[config.mk]
export PLATFORM = sky130hd
export DESIGN_NAME = dma_slot_channel
export DESIGN_NICKNAME = d
export VERILOG_FILES = /design/src/dma_slot_pkg.sv /design/src/dma_slot_channel.sv /design/src/byte_buffer.sv /design/src/slot_sequencer.sv
export SDC_FILE = /design/constraint.sdc
export NUM_CORES = 1
export LEC_CHECK = 0
export BUFFER_PORTS_ARGS = -buffer_cell sky130_fd_sc_hd__buf_2
export CAP_MARGIN = 20
export CORE_MARGIN = 2
export CORE_UTILIZATION = 42
export CTS_BUF_LIST = sky130_fd_sc_hd__clkbuf_4 sky130_fd_sc_hd__clkbuf_8 sky130_fd_sc_hd__clkbuf_16
export DETAILED_ROUTE_END_ITERATION = 10
export GPL_TIMING_DRIVEN = 1
export PLACE_DENSITY = 0.76
export SLEW_MARGIN = 5
export SYNTH_ARGS = -nofsm -noshare
export SYNTH_HDL_FRONTEND = slang
export SYNTH_SLANG_ARGS = --single-unit
[constraint.sdc]
create_clock -name ref_clk_in -period 1.7 [get_ports ref_clk_in]
set_input_delay 0.085 -clock ref_clk_in [delete_from_list [all_inputs] [get_ports ref_clk_in]]
set_output_delay 0.085 -clock ref_clk_in [all_outputs]
set_load 0.02 [all_outputs]
[src/dma_slot_pkg.sv]
// Shared constants and types for the slot-driven DMA channel
package dma_slot_pkg;

  localparam int unsigned APB_ADDR_W = 18;
  localparam int unsigned APB_DATA_W = 32;
  localparam int unsigned REG_IDX_W = 16;
  localparam int unsigned REG_W = 8;

  // Register indices; byte address is four times the index
  localparam logic [15:0] CTRL_IDX = 16'hfff4;
  localparam logic [15:0] SLOT_HI_IDX = 16'hfff5;
  localparam logic [15:0] SLOT_LO_IDX = 16'hfff6;
  localparam logic [15:0] STATUS_IDX = 16'hfff7;

  localparam logic [7:0] CTRL_RESET = 8'h00;
  localparam logic [7:0] SLOT_HI_RESET = 8'h00;
  localparam logic [7:0] SLOT_LO_RESET = 8'h00;
  // Bits 5:4 of control are reserved and read as zero
  localparam logic [7:0] CTRL_WMASK = 8'hcf;

  localparam int unsigned CTRL_GO_BIT = 7;
  localparam int unsigned CTRL_CIRC_BIT = 6;
  localparam int unsigned CTRL_DIR_BIT = 3;
  localparam int unsigned CTRL_EP_LSB = 0;
  localparam int unsigned SH_SEL_W = 6;
  localparam int unsigned SH_BYTES_LSB = 6;

  localparam int unsigned SLOT_COUNT = 14;
  localparam int unsigned SLOT_NUM_W = 4;
  localparam int unsigned BYTE_W = 8;
  localparam int unsigned EP_W = 3;
  localparam int unsigned COUNT_W = 3;
  localparam int unsigned BUF_DEPTH = 2;
  localparam int unsigned LEVEL_W = 2;

  localparam logic DIR_IN = 1'b1;
  localparam logic [2:0] EP_CONTROL = 3'h0;

  // Status register layout
  localparam int unsigned ST_BUSY_BIT = 0;
  localparam int unsigned ST_REM_LSB = 1;
  localparam int unsigned ST_LEVEL_LSB = 4;

  typedef enum logic [1:0] {
    SEQ_IDLE = 2'b00,
    SEQ_MOVE = 2'b01
  } seq_state_t;

  // Byte-count code 00..11 means 1..4 bytes per slot
  function automatic logic [2:0] slot_bytes(input logic [1:0] code);
    return {1'b0, code} + 3'h1;
  endfunction : slot_bytes

endpackage : dma_slot_pkg

[src/dma_slot_channel.sv]
// DMA channel: APB registers, slot selection and byte data path
// Notes on behaviour
// Each channel has fourteen slot-select bits; a one claims that codec slot.
// Data moves only during slots whose select bit is set.
// Transfer direction comes from this channel's control direction bit.
// Firmware sets slot-select bits before turning the channel on.
// Low slot register holds select bits 7:0, all read/write.
// High slot register holds select bits 13:8 in bits 5:0.
// High register bits 7:6 give one to four bytes per slot.
// Control: bit7 go, bit6 circular, 5:4 reserved, bit3 direction, 2:0 endpoint.
// Writing one to go activates the channel; configure everything first.
// Direction one serves a USB IN endpoint, zero an OUT endpoint.
// Endpoint field selects 1..7; endpoint zero never runs DMA.
// Circular buffer bit is seen by the channel and buffer manager. The channel does not use it; it only drives it out on circular_buffer_on_out.
`timescale 1ns/100ps
module dma_slot_channel
  import dma_slot_pkg::*;
(
  input wire logic ref_clk_in,
  input wire logic rst_in,
  input wire logic psel,
  input wire logic penable,
  input wire logic pwrite,
  input wire logic [APB_ADDR_W-1:0] paddr,
  input wire logic [APB_DATA_W-1:0] pwdata,
  output logic [APB_DATA_W-1:0] prdata,
  output logic pready,
  output logic pslverr,
  input wire logic slot_start_in,
  input wire logic [SLOT_NUM_W-1:0] slot_num_in,
  input wire logic cp_rx_valid_in,
  input wire logic [BYTE_W-1:0] cp_rx_data_in,
  output logic cp_rx_ready_out,
  output logic cp_tx_valid_out,
  output logic [BYTE_W-1:0] cp_tx_data_out,
  input wire logic cp_tx_ready_in,
  input wire logic usb_rd_valid_in,
  input wire logic [BYTE_W-1:0] usb_rd_data_in,
  output logic usb_rd_ready_out,
  output logic usb_wr_valid_out,
  output logic [BYTE_W-1:0] usb_wr_data_out,
  input wire logic usb_wr_ready_in,
  output logic [EP_W-1:0] endpoint_index_out,
  output logic endpoint_direction_out,
  output logic circular_buffer_on_out,
  output logic channel_busy_out
);

  logic [REG_W-1:0] ctrl_q;
  logic [REG_W-1:0] slot_hi_q;
  logic [REG_W-1:0] slot_lo_q;
  logic [APB_DATA_W-1:0] prdata_q;
  logic [SLOT_COUNT-1:0] slot_select_bits;
  logic [1:0] slot_byte_count;
  logic channel_go;
  logic circular_buffer_on;
  logic endpoint_direction;
  logic [EP_W-1:0] endpoint_index;
  logic ep_valid;
  logic moving;
  logic [COUNT_W-1:0] remaining;
  logic src_valid;
  logic [BYTE_W-1:0] src_data;
  logic src_ready;
  logic step;
  logic buf_in_ready;
  logic buf_out_valid;
  logic buf_out_ready;
  logic [BYTE_W-1:0] buf_out_data;
  logic [LEVEL_W-1:0] buf_level;
  logic setup;
  logic wr_access;
  logic [REG_IDX_W-1:0] req_idx;

  function automatic logic idx_mapped(input logic [REG_IDX_W-1:0] idx);
    return (idx == CTRL_IDX) || (idx == SLOT_HI_IDX) || (idx == SLOT_LO_IDX) || (idx == STATUS_IDX);
  endfunction : idx_mapped

  // Register fields
  // fourteen select bits
  assign slot_select_bits = {slot_hi_q[SH_SEL_W-1:0], slot_lo_q};
  assign slot_byte_count = slot_hi_q[SH_BYTES_LSB +: 2];
  assign channel_go = ctrl_q[CTRL_GO_BIT];
  assign circular_buffer_on = ctrl_q[CTRL_CIRC_BIT];
  assign endpoint_direction = ctrl_q[CTRL_DIR_BIT];
  assign endpoint_index = ctrl_q[CTRL_EP_LSB +: EP_W];
  // endpoint zero excluded
  assign ep_valid = (endpoint_index != EP_CONTROL);

  // APB slave: zero wait states, read data captured in setup phase
  assign req_idx = paddr[APB_ADDR_W-1:2];
  assign setup = psel && !penable;
  assign wr_access = psel && penable && pwrite && idx_mapped(req_idx);
  assign pready = 1'b1;
  assign pslverr = psel && penable && !idx_mapped(req_idx);
  assign prdata = prdata_q;

  always_ff @(posedge ref_clk_in) begin
    if (rst_in) begin
      prdata_q <= '0;
    end else if (setup && !pwrite) begin
      unique case (req_idx)
        CTRL_IDX: prdata_q <= {24'h000000, ctrl_q};
        SLOT_HI_IDX: prdata_q <= {24'h000000, slot_hi_q};
        SLOT_LO_IDX: prdata_q <= {24'h000000, slot_lo_q};
        STATUS_IDX: begin
          prdata_q <= '0;
          prdata_q[ST_BUSY_BIT] <= moving;
          prdata_q[ST_REM_LSB +: COUNT_W] <= remaining;
          prdata_q[ST_LEVEL_LSB +: LEVEL_W] <= buf_level;
        end
        default: prdata_q <= '0;
      endcase
    end
  end

  // control layout, reserved bits held at zero
  always_ff @(posedge ref_clk_in) begin
    if (rst_in) begin
      ctrl_q <= CTRL_RESET;
    end else if (wr_access && req_idx == CTRL_IDX) begin
      ctrl_q <= pwdata[REG_W-1:0] & CTRL_WMASK;
    end
  end

  // high select bits and byte count
  always_ff @(posedge ref_clk_in) begin
    if (rst_in) begin
      slot_hi_q <= SLOT_HI_RESET;
    end else if (wr_access && req_idx == SLOT_HI_IDX) begin
      slot_hi_q <= pwdata[REG_W-1:0];
    end
  end

  // low select bits
  always_ff @(posedge ref_clk_in) begin
    if (rst_in) begin
      slot_lo_q <= SLOT_LO_RESET;
    end else if (wr_access && req_idx == SLOT_LO_IDX) begin
      slot_lo_q <= pwdata[REG_W-1:0];
    end
  end

  // slots claimed only when on
  slot_sequencer u_seq (
    .ref_clk_in(ref_clk_in),
    .rst_in(rst_in),
    .go_in(channel_go),
    .ep_valid_in(ep_valid),
    .slot_start_in(slot_start_in),
    .slot_num_in(slot_num_in),
    .select_in(slot_select_bits),
    .byte_code_in(slot_byte_count),
    .step_in(step),
    .moving_out(moving),
    .remaining_out(remaining)
  );

  // direction picks source and sink
  // IN: codec data register to USB buffer; OUT: USB buffer to codec
  assign src_valid = (endpoint_direction == DIR_IN) ? cp_rx_valid_in : usb_rd_valid_in;
  assign src_data = (endpoint_direction == DIR_IN) ? cp_rx_data_in : usb_rd_data_in;
  assign src_ready = moving && buf_in_ready;
  assign step = src_ready && src_valid;
  assign cp_rx_ready_out = src_ready && (endpoint_direction == DIR_IN);
  assign usb_rd_ready_out = src_ready && (endpoint_direction != DIR_IN);

  // Stalled sink fills the buffer, which then holds off the source
  byte_buffer #(
    .WIDTH(BYTE_W),
    .DEPTH(BUF_DEPTH)
  ) u_buf (
    .ref_clk_in(ref_clk_in),
    .rst_in(rst_in),
    .in_valid_in(moving && src_valid),
    .in_data_in(src_data),
    .in_ready_out(buf_in_ready),
    .out_valid_out(buf_out_valid),
    .out_data_out(buf_out_data),
    .out_ready_in(buf_out_ready),
    .level_out(buf_level)
  );

  // Flipping direction with bytes buffered sends them the new way
  assign buf_out_ready = (endpoint_direction == DIR_IN) ? usb_wr_ready_in : cp_tx_ready_in;
  assign usb_wr_valid_out = buf_out_valid && (endpoint_direction == DIR_IN);
  assign cp_tx_valid_out = buf_out_valid && (endpoint_direction != DIR_IN);
  assign usb_wr_data_out = buf_out_data;
  assign cp_tx_data_out = buf_out_data;

  // circular mode visible to buffer manager
  assign circular_buffer_on_out = circular_buffer_on;
  assign endpoint_index_out = endpoint_index;
  assign endpoint_direction_out = endpoint_direction;
  assign channel_busy_out = moving;

  property p_claim_selected;
    @(posedge ref_clk_in) disable iff (rst_in)
      (!moving && slot_start_in && channel_go && ep_valid && slot_num_in < SLOT_NUM_W'(SLOT_COUNT)
       && slot_select_bits[slot_num_in]) |=> moving;
  endproperty
  a_claim_selected: assert property (p_claim_selected) else $error("selected slot not claimed");

  property p_skip_unselected;
    @(posedge ref_clk_in) disable iff (rst_in)
      (!moving && !(slot_start_in && slot_num_in < SLOT_NUM_W'(SLOT_COUNT) && slot_select_bits[slot_num_in]))
      |=> !moving;
  endproperty
  a_skip_unselected: assert property (p_skip_unselected) else $error("unselected slot moved data");

  property p_dir_sink;
    @(posedge ref_clk_in) disable iff (rst_in)
      endpoint_direction |-> (!cp_tx_valid_out && !usb_rd_ready_out);
  endproperty
  a_dir_sink: assert property (p_dir_sink) else $error("IN channel touched OUT path");

  property p_low_write;
    @(posedge ref_clk_in) disable iff (rst_in)
      (wr_access && req_idx == SLOT_LO_IDX) |=> slot_select_bits[REG_W-1:0] == $past(pwdata[REG_W-1:0]);
  endproperty
  a_low_write: assert property (p_low_write) else $error("low select write lost");

  property p_high_write;
    @(posedge ref_clk_in) disable iff (rst_in)
      (wr_access && req_idx == SLOT_HI_IDX) |=>
        slot_select_bits[SLOT_COUNT-1:REG_W] == $past(pwdata[SH_SEL_W-1:0]);
  endproperty
  a_high_write: assert property (p_high_write) else $error("high select write lost");

  property p_byte_load;
    @(posedge ref_clk_in) disable iff (rst_in)
      $rose(moving) |-> remaining == slot_bytes($past(slot_byte_count));
  endproperty
  a_byte_load: assert property (p_byte_load) else $error("wrong bytes per slot");

  property p_reserved_zero;
    @(posedge ref_clk_in) disable iff (rst_in)
      (wr_access && req_idx == CTRL_IDX) |=> (ctrl_q == ($past(pwdata[REG_W-1:0]) & CTRL_WMASK));
  endproperty
  a_reserved_zero: assert property (p_reserved_zero) else $error("control layout wrong");

  property p_off_idle;
    @(posedge ref_clk_in) disable iff (rst_in)
      !channel_go |=> !moving;
  endproperty
  a_off_idle: assert property (p_off_idle) else $error("channel moved while off");

  property p_out_path;
    @(posedge ref_clk_in) disable iff (rst_in)
      !endpoint_direction |-> (!usb_wr_valid_out && !cp_rx_ready_out);
  endproperty
  a_out_path: assert property (p_out_path) else $error("OUT channel touched IN path");

  property p_ep_zero;
    @(posedge ref_clk_in) disable iff (rst_in)
      (!moving && !ep_valid) |=> !moving;
  endproperty
  a_ep_zero: assert property (p_ep_zero) else $error("endpoint zero ran DMA");

  property p_circ_out;
    @(posedge ref_clk_in) disable iff (rst_in)
      (wr_access && req_idx == CTRL_IDX) |=> circular_buffer_on_out == $past(pwdata[CTRL_CIRC_BIT]);
  endproperty
  a_circ_out: assert property (p_circ_out) else $error("circular flag not exported");

  property p_last_byte;
    @(posedge ref_clk_in) disable iff (rst_in)
      (moving && channel_go && step && remaining == COUNT_W'(1)) |=> !moving;
  endproperty
  a_last_byte: assert property (p_last_byte) else $error("slot overran its byte count");

  property p_byte_step;
    @(posedge ref_clk_in) disable iff (rst_in)
      (moving && channel_go && step && remaining != COUNT_W'(1)) |=>
        (moving && remaining == $past(remaining) - COUNT_W'(1));
  endproperty
  a_byte_step: assert property (p_byte_step) else $error("byte count did not step");

  property p_idle_sources;
    @(posedge ref_clk_in) disable iff (rst_in)
      !moving |-> (!cp_rx_ready_out && !usb_rd_ready_out);
  endproperty
  a_idle_sources: assert property (p_idle_sources) else $error("byte taken outside a slot");

  property p_go_abort;
    @(posedge ref_clk_in) disable iff (rst_in)
      (moving && !channel_go) |=> !moving;
  endproperty
  a_go_abort: assert property (p_go_abort) else $error("slot kept running after go cleared");

  property p_low_hold;
    @(posedge ref_clk_in) disable iff (rst_in)
      !(wr_access && req_idx == SLOT_LO_IDX) |=> $stable(slot_lo_q);
  endproperty
  a_low_hold: assert property (p_low_hold) else $error("low select changed without write");

  property p_high_hold;
    @(posedge ref_clk_in) disable iff (rst_in)
      !(wr_access && req_idx == SLOT_HI_IDX) |=> $stable(slot_hi_q);
  endproperty
  a_high_hold: assert property (p_high_hold) else $error("high select changed without write");

  property p_in_route;
    @(posedge ref_clk_in) disable iff (rst_in)
      (moving && endpoint_direction == DIR_IN && buf_in_ready) |-> cp_rx_ready_out;
  endproperty
  a_in_route: assert property (p_in_route) else $error("IN channel not taking codec bytes");

endmodule : dma_slot_channel

[src/byte_buffer.sv]
// Two-entry byte buffer with valid/ready on both sides
`timescale 1ns/100ps
module byte_buffer
  import dma_slot_pkg::*;
#(
  parameter int unsigned WIDTH = BYTE_W,
  parameter int unsigned DEPTH = BUF_DEPTH
) (
  input wire logic ref_clk_in,
  input wire logic rst_in,
  input wire logic in_valid_in,
  input wire logic [WIDTH-1:0] in_data_in,
  output logic in_ready_out,
  output logic out_valid_out,
  output logic [WIDTH-1:0] out_data_out,
  input wire logic out_ready_in,
  output logic [$clog2(DEPTH+1)-1:0] level_out
);

  localparam int unsigned PTR_W = (DEPTH > 1) ? $clog2(DEPTH) : 1;
  localparam int unsigned LVL_W = $clog2(DEPTH+1);

  logic [WIDTH-1:0] mem_q [DEPTH];
  logic [PTR_W-1:0] wr_ptr_q;
  logic [PTR_W-1:0] rd_ptr_q;
  logic [LVL_W-1:0] level_q;
  logic push;
  logic pop;

  assign in_ready_out = (level_q != LVL_W'(DEPTH));
  assign out_valid_out = (level_q != '0);
  assign out_data_out = mem_q[rd_ptr_q];
  assign level_out = level_q;
  assign push = in_valid_in && in_ready_out;
  assign pop = out_valid_out && out_ready_in;

  always_ff @(posedge ref_clk_in) begin
    if (push) begin
      mem_q[wr_ptr_q] <= in_data_in;
    end
  end

  always_ff @(posedge ref_clk_in) begin
    if (rst_in) begin
      wr_ptr_q <= '0;
      rd_ptr_q <= '0;
    end else begin
      if (push) begin
        wr_ptr_q <= (wr_ptr_q == PTR_W'(DEPTH - 1)) ? '0 : wr_ptr_q + 1'b1;
      end
      if (pop) begin
        rd_ptr_q <= (rd_ptr_q == PTR_W'(DEPTH - 1)) ? '0 : rd_ptr_q + 1'b1;
      end
    end
  end

  always_ff @(posedge ref_clk_in) begin
    if (rst_in) begin
      level_q <= '0;
    end else if (push && !pop) begin
      level_q <= level_q + 1'b1;
    end else if (pop && !push) begin
      level_q <= level_q - 1'b1;
    end
  end

endmodule : byte_buffer

[src/slot_sequencer.sv]
// Per-slot byte sequencer: claims selected slots and counts bytes
`timescale 1ns/100ps
module slot_sequencer
  import dma_slot_pkg::*;
(
  input wire logic ref_clk_in,
  input wire logic rst_in,
  input wire logic go_in,
  input wire logic ep_valid_in,
  input wire logic slot_start_in,
  input wire logic [SLOT_NUM_W-1:0] slot_num_in,
  input wire logic [SLOT_COUNT-1:0] select_in,
  input wire logic [1:0] byte_code_in,
  input wire logic step_in,
  output logic moving_out,
  output logic [COUNT_W-1:0] remaining_out
);

  seq_state_t state_q;
  logic [COUNT_W-1:0] remaining_q;
  logic claim;

  // Slot numbers 14 and 15 are never selected
  assign claim = go_in && ep_valid_in && slot_start_in &&
                 (slot_num_in < SLOT_NUM_W'(SLOT_COUNT)) && select_in[slot_num_in];
  assign moving_out = (state_q == SEQ_MOVE);
  assign remaining_out = remaining_q;

  // A start arriving mid-slot is ignored: the previous slot still drains
  always_ff @(posedge ref_clk_in) begin
    if (rst_in) begin
      state_q <= SEQ_IDLE;
      remaining_q <= '0;
    end else begin
      unique case (state_q)
        SEQ_IDLE: begin
          if (claim) begin
            state_q <= SEQ_MOVE;
            remaining_q <= slot_bytes(byte_code_in);
          end
        end
        SEQ_MOVE: begin
          if (!go_in) begin
            state_q <= SEQ_IDLE;
            remaining_q <= '0;
          end else if (step_in) begin
            remaining_q <= remaining_q - 1'b1;
            if (remaining_q == COUNT_W'(1)) begin
              state_q <= SEQ_IDLE;
            end
          end
        end
        default: begin
          state_q <= SEQ_IDLE;
          remaining_q <= '0;
        end
      endcase
    end
  end

endmodule : slot_sequencer

==> summary by stage <==
Status
The flow ran to the end, and the final reports show no timing, DRC or antenna violations.

Synth
Ranked by total cell area, the synthesized netlist is headed by sky130_fd_sc_hd__dfxtp_1 26%, sky130_fd_sc_hd__edfxtp_1 16%, sky130_fd_sc_hd__mux2i_1 11%. The cell type contributing the most total cell area after synthesis is sky130_fd_sc_hd__dfxtp_1. The top cell type's share of synthesized area is 0.2643.

The number of flops mapped to enable cells by yosys is 16. The leading register cell type out of synthesis is sky130_fd_sc_hd__dfxtp_1. By area, the combinational part of the netlist is dominated by multiplexers.

Of the total synthesized cell area, the portion taken by AND, OR, NAND and NOR gates is 0.1389. Of the synthesized area, sequential elements account for 0.4269. After synthesis, the share of cell area in mux cells is 0.2092. In this run the cell area of the synthesized design comes to 2954 um2. Of the total synthesized cell area, the portion taken by full adders, half adders and majority gates is 0.01694. The netlist uses 42 different library cells. Of the total synthesized cell area, the portion taken by XOR and XNOR cells is 0.01482. The average instance area after synthesis is approximately 10 um2.

After synthesis the netlist holds a flip-flop and latch count of between 50 and 60. The synthesized-area fraction occupied by ao, oa, aoi and oai cells is 0.07793. The count of synthesis-stage warnings from yosys is 0. The async set-reset flop share out of synthesis is 0. In the synthesized netlist, the number of instances is about 280.

Detailed routing
Before antenna repair, the detailed router went through 4 iterations. Wires add up to 6.505 mm. The total DRC errors in the routed layout is 0. After detailed routing, the average wire length per cell comes to roughly 14 um. The detailed router finished its first iteration with 91 violations.

The highest metal layer with signal wires is met4. The post-detailed-route count of antenna-violating nets is 0. The routed design uses between 3 and 4 mm of met2 wire. The detailed router put a total of between 2 and 3 mm of wire on met1. The count of vias placed by the detailed router is roughly 2.3k.

The ratio of routed vias to standard cells is 4.927. Wire segments on met3 add up to 348 um in the final route.

Finish
0 antenna diodes ended up in the layout. In the final layout, the share of cells above drive strength 1 is 0.4043. Compared with the post-synthesis result, the final layout area differs by 19.86%. After the last flow step, the layout net total stands at between 400 and 500. Once layout is complete, the utilization of the core stands at 0.5212.

Timing
Static timing analysis puts the maximum clock frequency at ~610 MHz. Of the available clock period, the critical path in the final layout requires 0.9686. The final setup skew is just under 0.007 ns. Setup repair after global routing could not meet its margin everywhere.

The final number of setup-violating endpoints is 0. Subtracting the final worst setup slack from the clock period gives 1.647 ns. The final count of pins violating max slew was 0. The hold violation count in the final report is 0.

Floorplan
The number of rows created at floorplan is 30. The die outline height is about 90 um. The die area is 7720 um2.

The effective utilization at floorplan is 0.4348. In this run the standard cell core region covers approximately 6800 um2. 140 I/O pins were placed. In this run the horizontal extent of the chip is roughly 88 um.

Power and ir drop
The share of total power dissipated in the clock network is 0.320. In this run the power spent charging and discharging nets is 545.2 uW. In this run the power density over the cells is about 640 nW/um2. The analysis attributes to cell leakage a power of about 1.7 nW. The portion of total power attributed to sequential cells is 0.592. The power after layout is ~2.3 mW. The worst ir drop on vdd is about 0.30 mV. Of the total power, the share spent switching nets is 0.2403. The internal portion of the total power is about 1.7 mW. The share of total power dissipated in combinational logic is 0.088.

Worst setup path
The startpoint of the most critical setup path is ctrl_q[3]. The critical path is of the reg -> reg type. The path depth of the worst reg2reg path is 7. Walking the worst path, the cells encountered are mux2_4 > nand3_4 > inv_2 > ha_4 > xor2_1 > or3_1 > a21oi_2. The data arrival at the endpoint of the critical path is 1.88 ns. Along the worst path, the maximum fanout reaches 6. The largest individual stage delay along the critical path comes from the cell sky130_fd_sc_hd__dfxtp_4. The worst setup path is captured at a register. The startpoint type of the worst setup path is a register. The startpoint identified for the worst register-to-register timing path is ctrl_q[3]. The worst stage delay on the critical path is 0.39 ns. The worst setup slack for register-to-register paths is roughly 0.053 ns. Data on the critical path is required at its endpoint by between 1.5 and 2 ns.

Placed design
The estimated wirelength of the detail-placed design is 5.181 mm. The count of buffers added on input and output ports is roughly 90. The weighted congestion reported at the end of routability-driven placement is slightly above 0.8.

GRT
The total global routing track utilization is 0.1682. The first global-routing pass estimated just over 10 mm of wire. The pin count of the biggest net entering global routing is 20. The number of global-route vias before repair was about 2.1k. Global routing finished with a remaining overflow of 0. The initial antenna violation count is 0.

Clocking
Buffers inserted during clock tree synthesis total 5. The number of buffers inserted for hold repair after clock tree synthesis is 0. TritonCTS built the clock tree. The number of levels in the clock H-tree is 2. The CTS clock-pin slew for the worst setup and hold paths is ~0.10 ns.

The worst-case clock buffer depth is 2. The count of clock tree sinks is 55. The clock tree root driver cell is sky130_fd_sc_hd__clkbuf_8. Clock latency on the worst-skew pair, taken at its later pin, is approximately 0.31 ns.

Job
Max-cap violations in this run came to 0.

Hold path
Along the worst hold path, the cell count comes to 3. The worst hold path belongs to the class in -> reg. The startpoint identified for the worst hold timing path is pwdata[5].
==> final cells by class <==
type / count / area, um2
Clock buffer: 6 / 76.32
Clock inverter: 2 / 11.26
Fill cell: 623 / 3253
Inverter: 7 / 26.28
Multi-Input combinational cell: 200 / 1503
Sequential cell: 55 / 1266
Tap cell: 96 / 120.1
Timing Repair Buffer: 101 / 538.0
==> power groups by stage <==
| stage | registers [mW] | clock network [mW] | logic [mW] |
|---|---|---|---|
| after floorplan | 1.37 | 0 | 0.162 |
| after global placement | 1.37 | 0 | 0.193 |
| after detailed placement | 1.37 | 0 | 0.197 |
| after CTS | 1.34 | 0.747 | 0.198 |
| after global routing | 1.34 | 0.794 | 0.218 |
| final | 1.34 | 0.726 | 0.199 |
==> final timing paths <==
path	to
hold reg to reg	register
hold / removal	slot_lo_q[5]
setup reg to reg	u_buf.level_out[1]
setup / recovery	u_buf.level_out[1]
==> sequential cells by signal, indices dropped and copies added, names as in the netlist, named ones only <==
signal               cells
prdata                   8
ctrl_q                   6
u_buf.rd_ptr_q           1
u_buf.level_out          2
slot_hi_q                8
u_seq.remaining_out      3
slot_lo_q                8
u_buf.wr_ptr_q           1
u_seq.state_q            1
u_buf.mem_q             16
==> logic make-up (layout without fill, tap and decap cells) <==
logic type | Yosys count | in the layout
AO/OA/AOI/OAI | 35 | 35
XOR/XNOR | 5 | 5
adder cells (fa/ha/maj) | 4 | 4
buffers and inverters | 52 | 116
flip-flops | 55 | 55
multiplexers | 54 | 54
other | 2 | 25
AND/OR/NAND/NOR | 77 | 77
==> layer usage <==
layer	vias up	track usage
met5	-	0
met4	0	0.04196
met3	6	0.02922
met2	79	0.3003
met1	1089	0.2104
li1	1127	-
==> worst max-delay path, delay by kind of cell, from the launching register on <==
kind / cells / cell delay, ns
multiplexers: 1 / 0.32
AO/OA/AOI/OAI: 1 / 0.12
flip-flops: 1 / 0.39
AND/OR/NAND/NOR: 2 / 0.41
adder cells (fa/ha/maj): 1 / 0.15
XOR/XNOR: 1 / 0.14
buffers and inverters: 1 / 0.05
==> cells in the final DEF, fill, tap and decap left out, types with 3 or more instances in the layout <==
master and count:
sky130_fd_sc_hd__xor2_1 3, sky130_fd_sc_hd__mux4_2 4, sky130_fd_sc_hd__nand2_1 6, sky130_fd_sc_hd__ha_1 3, sky130_fd_sc_hd__conb_1 25, sky130_fd_sc_hd__clkbuf_8 5
sky130_fd_sc_hd__a21oi_1 5, sky130_fd_sc_hd__nor2_1 41, sky130_fd_sc_hd__inv_1 6, sky130_fd_sc_hd__nand3_2 3, sky130_fd_sc_hd__mux2_2 18, sky130_fd_sc_hd__mux2i_1 31
sky130_fd_sc_hd__buf_2 88, sky130_fd_sc_hd__o21ai_0 9, sky130_fd_sc_hd__buf_4 13, sky130_fd_sc_hd__dfxtp_1 37, sky130_fd_sc_hd__edfxtp_1 16, sky130_fd_sc_hd__a22oi_1 10
sky130_fd_sc_hd__o41ai_1 3, sky130_fd_sc_hd__nor2b_1 3, sky130_fd_sc_hd__and4_1 3
==> cells in the mapped netlist (all sizes together) (2+ instances only) <==
cell type,instances
xor2,3
mux4,4
nand3,6
buf,38
clkbuf,7
or3,2
ha,4
nor3,2
conb,2
dfxtp,39
edfxtp,16
a21oi,6
o41ai,3
o21ai,9
a22o,2
xnor2,2
nor2b,4
nand4,2
a22oi,11
nand2b,2
inv,7
mux2,19
nor2,43
nor4,2
nand2,6
mux2i,31
and4,5
==> stage by stage <==
step                      cells  area [um2]  setup TNS (ns)  setup WS, ns  hold slack (ns)
after floorplan             307        3092               0       0.03216           0.2277
after global placement      457        3428               0       0.06645           0.3303
after detailed placement    457        3428               0       0.01085           0.3485
after CTS                   466        3523               0      0.007485          0.01969
after global routing        467        3541        -0.03704      -0.03704          0.02315
final                       467        3541               0       0.05332          0.02267
==> what timing repair did <==
item,in CTS,in global routing
buffers inserted,1,1
resized for setup,0,4
pin swaps,0,2
setup endpoints to repair,1,4
Note: power is estimated with default switching activity, not from simulation.
